### config.mk
export PLATFORM = sky130hd
export DESIGN_NAME = chan_event_mask
export DESIGN_NICKNAME = d
export VERILOG_FILES = /design/src/inc/chan_event_pkg.sv /design/src/hdl/chan_event_mask.sv
export SDC_FILE = /design/constraint.sdc
export NUM_CORES = 1
export LEC_CHECK = 0
export BUFFER_PORTS_ARGS = -buffer_cell sky130_fd_sc_hd__buf_4
export CAP_MARGIN = 20
export CORE_ASPECT_RATIO = 0.5
export CORE_MARGIN = 2
export CORE_UTILIZATION = 60
export CTS_CLUSTER_SIZE = 8
export DETAILED_ROUTE_END_ITERATION = 8
export MAX_ROUTING_LAYER = met4
export PLACE_DENSITY = 0.8
export SLEW_MARGIN = 25
export SYNTH_ARGS = -nofsm -noshare
export SYNTH_HDL_FRONTEND = slang
export SYNTH_SLANG_ARGS = --single-unit
### constraint.sdc
create_clock -name CLK_SYS -period 8.97 [get_ports CLK_SYS]
set_clock_uncertainty 0.05 [all_clocks]
set_input_delay 0.897 -clock CLK_SYS [delete_from_list [all_inputs] [get_ports CLK_SYS]]
set_output_delay 0.897 -clock CLK_SYS [all_outputs]
set_load 0.01 [all_outputs]
### src/inc/chan_event_pkg.sv
/*
  Constants, register map and carrier types for the serial channel
  event and mask block.
  Assumes a single 10 MHz system clock and a 16-bit register port.
*/
package chan_event_pkg;

  // Register indices on the register port
  localparam logic [7:0] OFS_MODE     = 8'h00;
  localparam logic [7:0] OFS_EVENT    = 8'h01;
  localparam logic [7:0] OFS_MASK     = 8'h02;
  localparam logic [7:0] OFS_COMMAND  = 8'h03;
  localparam logic [7:0] OFS_RX_BASE  = 8'h04;
  localparam logic [7:0] OFS_TX_BASE  = 8'h05;
  localparam logic [7:0] OFS_MAX_RX   = 8'h06;
  localparam logic [7:0] OFS_RX_PTR   = 8'h07;
  localparam logic [7:0] OFS_TX_PTR   = 8'h08;
  localparam logic [7:0] OFS_RX_DESC  = 8'h09;
  localparam logic [7:0] OFS_TX_DESC  = 8'h0A;
  localparam logic [7:0] OFS_TX_LEN   = 8'h0B;
  localparam logic [7:0] OFS_RX_LEN   = 8'h0C;

  // Event and mask bit positions
  localparam int unsigned EV_RX  = 0;
  localparam int unsigned EV_TX  = 1;
  localparam int unsigned EV_BSY = 2;
  localparam int unsigned EV_TXE = 4;
  localparam logic [7:0]  EV_IMPL = 8'h17;

  // Mode, descriptor and command fields
  localparam int unsigned MODE_REN_BIT  = 0;
  localparam int unsigned MODE_TEN_BIT  = 1;
  localparam int unsigned DESC_OWN_BIT  = 15;
  localparam int unsigned TXD_LAST_BIT  = 11;
  localparam logic [15:0] CMD_INIT      = 16'h0001;

  // Values after reset
  localparam logic [7:0]  RST_BYTE = 8'h00;
  localparam logic [15:0] RST_WORD = 16'h0000;
  localparam logic [2:0]  RST_OUT  = 3'h0;

  typedef enum logic [1:0] {TX_IDLE, TX_SEND, TX_DRAIN} tx_state_e;

  // Character write into the receive buffer memory
  typedef struct packed {
    logic        valid;
    logic [15:0] addr;
    logic [7:0]  data;
  } buf_wr_s;

  // Character fetch into the transmit FIFO
  typedef struct packed {
    logic        valid;
    logic [15:0] addr;
  } tx_load_s;

endpackage : chan_event_pkg

### src/hdl/chan_event_mask.sv
/*
  Event, mask and buffer-close logic of one serial channel in
  transparent mode: one receive and one transmit descriptor.
  Assumes all inputs synchronous to CLK_SYS and a register master that
  never issues read and write strobes together.
*/
// Local design decisions: the address map and the plain strobed port.
`timescale 1ns/10ps
module chan_event_mask (
  // Clock and reset
  input  wire logic                     CLK_SYS,
  input  wire logic                     RST,
  // Register port
  input  wire logic [7:0]               REG_ADDR,
  input  wire logic [15:0]              REG_WDATA,
  input  wire logic                     REG_WR,
  input  wire logic                     REG_RD,
  output logic      [15:0]              REG_RDATA,
  // Receive character stream
  input  wire logic                     RX_CHAR_VALID,
  input  wire logic [7:0]               RX_CHAR,
  output chan_event_pkg::buf_wr_s       RX_BUF_WR,
  // Transmit character stream
  input  wire logic                     TX_FIFO_ROOM,
  input  wire logic                     TX_SHIFT_START,
  input  wire logic                     TX_UNDERRUN,
  output chan_event_pkg::tx_load_s      TX_LOAD,
  // Channel interrupt request
  output logic                          CHAN_IRQ
);

  function automatic logic [15:0] addr_plus(input logic [15:0] base,
                                            input logic [15:0] off);
    addr_plus = base + off;
  endfunction : addr_plus
  localparam logic [2:0] RST_OUT_C = chan_event_pkg::RST_OUT;
  logic [15:0] mode_q, mode_d;
  logic [7:0]  ev_q, ev_d;
  logic [7:0]  mask_q, mask_d;
  logic [15:0] rx_base_q, rx_base_d, tx_base_q, tx_base_d;
  logic [15:0] max_rx_q, max_rx_d;
  logic [15:0] rx_ptr_q, rx_ptr_d, tx_ptr_q, tx_ptr_d;
  logic        rx_empty_q, rx_empty_d;
  logic [15:0] rx_cnt_q, rx_cnt_d, rx_len_q, rx_len_d;
  logic        rx_close_q, rx_close_d;
  logic        txd_ready_q, txd_ready_d, txd_last_q, txd_last_d;
  logic [15:0] tx_len_q, tx_len_d, tx_cnt_q, tx_cnt_d;
  logic [2:0]  tx_out_q, tx_out_d, tx_left_q, tx_left_d;
  chan_event_pkg::tx_state_e tx_st_q, tx_st_d;
  logic [15:0] rdata_q, rdata_d;
  chan_event_pkg::buf_wr_s  rx_wr_q, rx_wr_d;
  chan_event_pkg::tx_load_s tx_ld_q, tx_ld_d;
  logic        irq_q, irq_d;
  logic        wr_ev, rx_acc, tx_fetch;
  logic [7:0]  ev_set;
  assign REG_RDATA = rdata_q;
  assign RX_BUF_WR = rx_wr_q;
  assign TX_LOAD   = tx_ld_q;
  assign CHAN_IRQ  = irq_q;
  assign wr_ev    = REG_WR && (REG_ADDR == chan_event_pkg::OFS_EVENT);
  assign rx_acc   = RX_CHAR_VALID && mode_q[chan_event_pkg::MODE_REN_BIT];
  assign tx_fetch = (tx_st_q == chan_event_pkg::TX_SEND) && TX_FIFO_ROOM
                    && mode_q[chan_event_pkg::MODE_TEN_BIT];
  always_comb begin
    mode_d      = mode_q;
    mask_d      = mask_q;
    rx_base_d   = rx_base_q;
    tx_base_d   = tx_base_q;
    max_rx_d    = max_rx_q;
    rx_ptr_d    = rx_ptr_q;
    tx_ptr_d    = tx_ptr_q;
    rx_empty_d  = rx_empty_q;
    rx_cnt_d    = rx_cnt_q;
    rx_len_d    = rx_len_q;
    rx_close_d  = 1'b0;
    txd_ready_d = txd_ready_q;
    txd_last_d  = txd_last_q;
    tx_len_d    = tx_len_q;
    tx_cnt_d    = tx_cnt_q;
    tx_out_d    = tx_out_q;
    tx_left_d   = tx_left_q;
    tx_st_d     = tx_st_q;
    ev_set      = chan_event_pkg::RST_BYTE;
    rx_wr_d     = '0;
    tx_ld_d     = '0;
    rdata_d     = chan_event_pkg::RST_WORD;

    // Register writes
    if (REG_WR) begin
      case (REG_ADDR)
        chan_event_pkg::OFS_MODE:    mode_d = REG_WDATA;
        chan_event_pkg::OFS_MASK:    mask_d = REG_WDATA[7:0];
        chan_event_pkg::OFS_RX_BASE: rx_base_d = REG_WDATA;
        chan_event_pkg::OFS_TX_BASE: tx_base_d = REG_WDATA;
        chan_event_pkg::OFS_MAX_RX:  max_rx_d = REG_WDATA;
        chan_event_pkg::OFS_COMMAND: begin
          if (REG_WDATA == chan_event_pkg::CMD_INIT) begin
            rx_ptr_d = rx_base_q;
            tx_ptr_d = tx_base_q;
          end
        end
        chan_event_pkg::OFS_RX_DESC: begin
          // A fresh empty buffer restarts reception
          if (REG_WDATA[chan_event_pkg::DESC_OWN_BIT]) begin
            rx_empty_d = 1'b1;
            rx_cnt_d   = chan_event_pkg::RST_WORD;
          end
        end
        chan_event_pkg::OFS_TX_DESC: begin
          txd_ready_d = REG_WDATA[chan_event_pkg::DESC_OWN_BIT];
          txd_last_d  = REG_WDATA[chan_event_pkg::TXD_LAST_BIT];
        end
        chan_event_pkg::OFS_TX_LEN:  tx_len_d = REG_WDATA;
        default: ;
      endcase
    end

    // Register reads, data stands in the following cycle only
    if (REG_RD) begin
      case (REG_ADDR)
        chan_event_pkg::OFS_MODE:    rdata_d = mode_q;
        chan_event_pkg::OFS_EVENT:   rdata_d = {8'h00, ev_q};
        chan_event_pkg::OFS_MASK:    rdata_d = {8'h00, mask_q};
        chan_event_pkg::OFS_RX_BASE: rdata_d = rx_base_q;
        chan_event_pkg::OFS_TX_BASE: rdata_d = tx_base_q;
        chan_event_pkg::OFS_MAX_RX:  rdata_d = max_rx_q;
        chan_event_pkg::OFS_RX_PTR:  rdata_d = rx_ptr_q;
        chan_event_pkg::OFS_TX_PTR:  rdata_d = tx_ptr_q;
        chan_event_pkg::OFS_RX_DESC: rdata_d = {rx_empty_q, 15'h0000};
        chan_event_pkg::OFS_TX_DESC: rdata_d = {txd_ready_q, 3'h0,
                                                txd_last_q, 11'h000};
        chan_event_pkg::OFS_TX_LEN:  rdata_d = tx_len_q;
        chan_event_pkg::OFS_RX_LEN:  rdata_d = rx_len_q;
        default:                     rdata_d = chan_event_pkg::RST_WORD;
      endcase
    end

    // Receive: store or discard each character
    if (rx_acc) begin
      if (rx_empty_q) begin
        rx_wr_d.valid = 1'b1;
        rx_wr_d.addr  = addr_plus(rx_ptr_q, rx_cnt_q);
        rx_wr_d.data  = RX_CHAR;
        rx_cnt_d      = rx_cnt_q + 16'h0001;
        if (rx_cnt_d >= max_rx_q) begin
          // Give up ownership now so no further byte lands in it
          rx_empty_d = 1'b0;
          rx_len_d   = rx_cnt_d;
          rx_close_d = 1'b1;
        end
      end else begin
        ev_set[chan_event_pkg::EV_BSY] = 1'b1;
      end
    end
    // Event follows the cycle in which the last byte is written
    if (rx_close_q) begin
      ev_set[chan_event_pkg::EV_RX] = 1'b1;
    end

    // Transmit: characters loaded but not yet shifting
    if (tx_fetch && !(TX_SHIFT_START && tx_out_q != RST_OUT_C)) begin
      tx_out_d = tx_out_q + 3'h1;
    end else if (!tx_fetch && TX_SHIFT_START && tx_out_q != RST_OUT_C) begin
      tx_out_d = tx_out_q - 3'h1;
    end

    case (tx_st_q)
      chan_event_pkg::TX_IDLE: begin
        if (txd_ready_q && tx_len_q != chan_event_pkg::RST_WORD) begin
          tx_st_d  = chan_event_pkg::TX_SEND;
          tx_cnt_d = chan_event_pkg::RST_WORD;
        end
      end
      chan_event_pkg::TX_SEND: begin
        if (tx_fetch) begin
          tx_ld_d.valid = 1'b1;
          tx_ld_d.addr  = addr_plus(tx_ptr_q, tx_cnt_q);
          tx_cnt_d      = tx_cnt_q + 16'h0001;
          if (tx_cnt_d == tx_len_q) begin
            txd_ready_d = 1'b0;
            if (txd_last_q) begin
              tx_left_d = tx_out_d;
              tx_st_d   = chan_event_pkg::TX_DRAIN;
            end else begin
              ev_set[chan_event_pkg::EV_TX] = 1'b1;
              tx_st_d = chan_event_pkg::TX_IDLE;
            end
          end
        end
      end
      chan_event_pkg::TX_DRAIN: begin
        if (TX_SHIFT_START) begin
          tx_left_d = tx_left_q - 3'h1;
          if (tx_left_q <= 3'h1) begin
            ev_set[chan_event_pkg::EV_TX] = 1'b1;
            tx_st_d = chan_event_pkg::TX_IDLE;
          end
        end
      end
      default: tx_st_d = chan_event_pkg::TX_IDLE;
    endcase

    if (TX_UNDERRUN) begin
      ev_set[chan_event_pkg::EV_TXE] = 1'b1;
    end

    // Write-one-to-clear; a same-cycle event wins over the clear
    ev_d = ((ev_q & ~(wr_ev ? REG_WDATA[7:0] : 8'h00)) | ev_set)
           & chan_event_pkg::EV_IMPL;
    irq_d = |(ev_d & mask_d);
  end

  always_ff @(posedge CLK_SYS) begin
    if (RST) begin
      mode_q      <= chan_event_pkg::RST_WORD;
      ev_q        <= chan_event_pkg::RST_BYTE;
      mask_q      <= chan_event_pkg::RST_BYTE;
      rx_base_q   <= chan_event_pkg::RST_WORD;
      tx_base_q   <= chan_event_pkg::RST_WORD;
      max_rx_q    <= chan_event_pkg::RST_WORD;
      rx_ptr_q    <= chan_event_pkg::RST_WORD;
      tx_ptr_q    <= chan_event_pkg::RST_WORD;
      rx_empty_q  <= 1'b0;
      rx_cnt_q    <= chan_event_pkg::RST_WORD;
      rx_len_q    <= chan_event_pkg::RST_WORD;
      rx_close_q  <= 1'b0;
      txd_ready_q <= 1'b0;
      txd_last_q  <= 1'b0;
      tx_len_q    <= chan_event_pkg::RST_WORD;
      tx_cnt_q    <= chan_event_pkg::RST_WORD;
      tx_out_q    <= RST_OUT_C;
      tx_left_q   <= RST_OUT_C;
      tx_st_q     <= chan_event_pkg::TX_IDLE;
      rdata_q     <= chan_event_pkg::RST_WORD;
      rx_wr_q     <= '0;
      tx_ld_q     <= '0;
      irq_q       <= 1'b0;
    end else begin
      mode_q      <= mode_d;
      ev_q        <= ev_d;
      mask_q      <= mask_d;
      rx_base_q   <= rx_base_d;
      tx_base_q   <= tx_base_d;
      max_rx_q    <= max_rx_d;
      rx_ptr_q    <= rx_ptr_d;
      tx_ptr_q    <= tx_ptr_d;
      rx_empty_q  <= rx_empty_d;
      rx_cnt_q    <= rx_cnt_d;
      rx_len_q    <= rx_len_d;
      rx_close_q  <= rx_close_d;
      txd_ready_q <= txd_ready_d;
      txd_last_q  <= txd_last_d;
      tx_len_q    <= tx_len_d;
      tx_cnt_q    <= tx_cnt_d;
      tx_out_q    <= tx_out_d;
      tx_left_q   <= tx_left_d;
      tx_st_q     <= tx_st_d;
      rdata_q     <= rdata_d;
      rx_wr_q     <= rx_wr_d;
      tx_ld_q     <= tx_ld_d;
      irq_q       <= irq_d;
    end
  end
endmodule : chan_event_mask

Word-level counts from Yosys, hierarchy flattened --
Cells that the tools add are included.
Storage, ports and cells: register bits 243, input port bits 40, output and inout port bits 59, logic and storage cells 150
Cells by class: add/subtract/negate cells 7, magnitude comparators 2, equality and inequality tests 22, mux-type cells 50, bitwise gates (word level) 9, reductions and logical operators 34
Operator list (number):
- one-hot mux 16 bit (12 select lines) | 1
- 2-to-1 mux 16 bit | 7
- == test 8 x 4 -> 1 bit (second input constant) | 5
- adder 16 x 1 -> 16 bit (second input constant) | 2
- adder 16 bit | 2
- == test 8 x 3 -> 1 bit (second input constant) | 4
- one-hot mux 16 bit (2 select lines) | 1
- 2-to-1 mux 25 bit | 1
- 2-to-1 mux 1 bit | 21
- 2-to-1 mux 3 bit | 6
- 2-to-1 mux 17 bit | 1
- == test 16 x 1 -> 1 bit (second input constant) | 1
- == test 16 bit | 1
- == test 8 x 2 -> 1 bit (second input constant) | 2
- greater-or-equal comparator 16 bit | 1
- 2-to-1 mux 8 bit | 2
- nonzero test 16 bit | 1
- 2-to-1 mux 2 bit | 6
- AND reduction 2 bit | 6
- inequality test 2 bit (second input constant) | 5
- AND reduction 5 bit | 2
- logical AND 1 bit | 9
- AND reduction 3 bit | 3
- AND 5 x 8 -> 8 bit | 1
- 23 further kinds | 33

Depth between registers and ports, before layout --
depth after elaboration 12, gate-level depth with buffers 17, mapped depth without buffers 16

Least setup slack after synthesis --
No wires, ideal clock.
path type flip-flop to flip-flop, from register rx_cnt_q[0], to register rx_len_q[13], library setup time 0.128 ns, data arrival time 3.529 ns, data required time 8.792 ns, setup slack 5.263 ns, cell stages (with the launch flop) 18, buffers on the path 1, clock period less this slack 3.707 ns, cell sequence dfxtp_1 ha_1 nand3_1 nor2_1 and3_1 nand3_1 xor2_1 inv_1 ha_1 nand4_1 inv_1 o311ai_0 o21ai_0 a41oi_1 a21oi_1 clkbuf_1 mux2i_1 nor2_1
Between the ends: longest elaborated chain between the ends 3
Ends and longest elaborated chain:
- start: declaration | RTL line chan_event_mask.sv:44 | logic [15:0] rx_cnt_q, rx_cnt_d, rx_len_q, rx_len_d;
- start signal: assignment | RTL line chan_event_mask.sv:224 | rx_cnt_q <= chan_event_pkg::RST_WORD;
- start signal: assignment | RTL line chan_event_mask.sv:248 | rx_cnt_q <= rx_cnt_d;
- adder 16 x 1 -> 16 bit * | RTL line chan_event_mask.sv:144 | rx_cnt_d = rx_cnt_q + 16'h0001;
- greater-or-equal comparator 16 bit | RTL line chan_event_mask.sv:145 | if (rx_cnt_d >= max_rx_q) begin
- AND reduction 3 bit (no source line)
- end signal: assignment | RTL line chan_event_mask.sv:225 | rx_len_q <= chan_event_pkg::RST_WORD;
- end signal: assignment | RTL line chan_event_mask.sv:249 | rx_len_q <= rx_len_d;
- end: declaration | RTL line chan_event_mask.sv:44
Every way passes the cells marked *; elsewhere a longest branch is shown, timed or not. A chain may end at the register's enable or synchronous reset.

Final worst setup path --
from register rx_cnt_q[0], to register rx_len_q[5]
Same word-level chain as after synthesis.

==> results.sh <==
export IMPL_antenna_cells=0
export IMPL_post_cts_buffers=0
export IMPL_wl_met1_um=15600
export IMPL_highest_layer="met4"
export IMPL_min_path_type="flip-flop to flip-flop"
export IMPL_period_minus_slack_ns=4.17
export IMPL_drt_initial_drc_count=1159
export IMPL_die_w_um=204
export IMPL_cp_max_fo=26
export IMPL_cts_hold_buf=0
export IMPL_drc_errors=0
export IMPL_rows=36
export IMPL_dp_hpwl_um=25300
export IMPL_min_from="mode_q[15]"
export IMPL_yosysUniqueCellTypes=67
export IMPL_syn_inst=1495
export IMPL_postRouteWirelength_um=37400
export IMPL_vias_per_cell=6.37
export IMPL_maxSlewHeadroom_pct=27.4
export IMPL_gp_congestion=1.00
export IMPL_crit_chain="ha_1 -> nand3_1 -> nor2_1 -> and3_1 -> nand3_1 -> xor2_1 -> inv_1 -> ha_1 -> nand4_1 -> inv_1 -> o311ai_0 -> o21ai_0 -> a41oi_1 -> a21oi_4 -> mux2i_1 -> nor2_1"
export IMPL_pin_count=99
export IMPL_gr_total_overflow=0
export IMPL_synth_area_leaders="dfxtp_1, nand2_1, a21oi_1, ha_1, nor2_1"
export IMPL_wl_met2_um=16000
export IMPL_layout_drive_gt1_share_pct=10.7
export IMPL_track_usage_pct=35.6
export IMPL_firstDrtPassIters=6
export IMPL_crit_path_start_kind="flip-flop"
export IMPL_reg2reg_from="rx_cnt_q[0]"
export IMPL_clk_latency_ns=0.51
export IMPL_cts_buffers=36
export IMPL_synthArstFlopShare_pct=0
export IMPL_critPathArrivalTime_ns=4.48
export IMPL_htreeDepth=2
export IMPL_syn_area_um2=12000
export IMPL_postRouteAntennaNets=0
export IMPL_crit_type="flip-flop to flip-flop"
export IMPL_slowest_stage="a21oi_4"
export IMPL_rsz0062_at_grt="false"
export IMPL_maxCapViolations=0
export IMPL_critPathLaunch="rx_cnt_q[0]"
export IMPL_power_mw=2.41
export IMPL_root_buffer="clkbuf_16"
export IMPL_fin_setup_tns_ns=0
export IMPL_synth_ff_type="dfxtp_1"
export IMPL_cpPeakStageDelay_ns=0.68
export IMPL_vias=11600
export IMPL_cts_resized_gates=0
export IMPL_syn_to_final_growth_pct=14.7
export IMPL_wl_per_cell_um=20.6
export IMPL_synth_seq_cells=243
export IMPL_grt_pass1_vias=10700
export IMPL_avgSynthCellArea_um2=8.04
export IMPL_critPathCaptureType="flip-flop"
export IMPL_p_leak_nw=5.20
export IMPL_wl_met3_um=4910
export IMPL_path_clk_slew_ns=0.05
export IMPL_nNetsFinal=1648
export IMPL_worst_slack_ns=4.80
export IMPL_max_vdd_ir_drop_mv=0.131
export IMPL_synth_top_cell_area_share_pct=40.5
export IMPL_antenna_found_initial=0
export IMPL_synth_nets=1593
export IMPL_fmax_mhz=240
export IMPL_grt_pass1_wl_um=58200
export IMPL_place_ws_ns=5.03
export IMPL_grt_start_max_net_pins=65
export IMPL_clock_path_buffers=3
export IMPL_pwr_density_cell_nw_per_um2=175
export IMPL_worst_slew_pin_slew_ns=1.09
export IMPL_die_h_um=104
export IMPL_ys_seq_area_share_pct=40.5
export IMPL_initial_utilization_pct=61.5
export IMPL_clkSinkCount=243
export IMPL_finalHoldViolCount=0
export IMPL_core_um2=19500
export IMPL_run_status="finished clean"
export IMPL_cp_required_ns=9.28
export IMPL_slew_violations=0
export IMPL_largest_register_ffs=25
export IMPL_period_share_pct=46.5
export IMPL_synth_enable_flop_cells=0
export IMPL_synth_area_leader_cell="dfxtp_1"
export IMPL_dieArea_um2=21300
export IMPL_setup_viol=0
export IMPL_io_buffers=98
export IMPL_cts_tree="done"
export IMPL_yosysWarnings=0
[cell usage in the layout, fill, tap and decap left out, types with 24 or more instances in the layout]
master	count
a21oi_1	162
nor2_1	132
nand2_1	263
a31oi_1	25
nor3_1	27
mux2i_1	24
inv_1	51
o21ai_0	46
a22oi_1	29
xor2_1	37
buf_4	107
dfxtp_1	243
clkbuf_16	37
nand3_1	50
ha_1	56
[Yosys cell counts (all sizes together), types with 13 or more instances]
cell    instances
nand2         263
dfxtp         243
a21oi         164
nor2          132
clkbuf         74
ha             56
inv            51
nand3          50
o21ai          46
xor2           37
a22oi          29
nor3           27
a31oi          25
mux2i          24
nor2b          23
a21o           20
xnor2          18
and2           16
buf            16
nand2b         14
nand4          14
nor4           14
a221oi         13
[worst max-delay path: cells and delay by family (launching register included)]
family / cells / cell delay, ns
AOI/OAI and AO/OA: 4 / 1.09
adders and majority gates: 2 / 0.58
DFF: 1 / 0.45
xor gates and xnor gates: 1 / 0.24
and+or+nand+nor: 6 / 1.17
buffers and inverters: 2 / 0.18
muxes: 1 / 0.28
[kinds of logic after synthesis]
family / after synthesis / synth area share, %
compound gates: 368 / 19.1
buf+inv: 142 / 4.66
xor+xnor: 55 / 4.01
simple gates: 599 / 22.8
fa+ha+maj: 60 / 6.33
flops: 243 / 40.5
mux: 28 / 2.65
[final cells by class]
cell class	count	area [um^2]
Multi-Input combinational cell	1110	6640
Sequential cell	243	4860
Clock buffer	37	926
Clock inverter	3	25.0
Timing Repair Buffer	107	803
Fill cell	1588	5760
Tap cell	266	333
Inverter	52	195
[through the flow]
stage | utilization [%] | instances | cell area, um^2 | hold slack (ns)
global placement | 65.6 | 1778 | 12800 | 0.391
floorplan | - | 1495 | 12000 | 0.374
detailed placement | 65.7 | 1778 | 12800 | 0.399
finish | 70.5 | 1818 | 13800 | 0.407
global route | 70.5 | 1818 | 13800 | 0.429
CTS | 70.5 | 1818 | 13800 | 0.408
[worst paths after layout]
check	to	slack (ns)	cells after the start
worst max register to register	rx_len_q[5]	4.80	16
worst min-delay path	mode_q[15]	0.41	2
worst min register to register	mode_q[15]	0.41	2
worst max-delay path	rx_len_q[5]	4.80	16
[where the power goes]
group	total (mW)	leakage (nW)	switching, mW	internal (mW)
combinational	0.129	2.78	0.0806	0.0481
clock	1.19	0.465	0.465	0.724
sequential	1.09	1.96	0.00538	1.09
[per-layer routing]
layer / track usage (%) / vias up
li1: - / 5341
met1: 50.3 / 5421
met2: 50.9 / 716
met3: 7.83 / 102
met4: 9.83 / 0
met5: - / -
No activity file was read; power rests on OpenSTA's default activity.
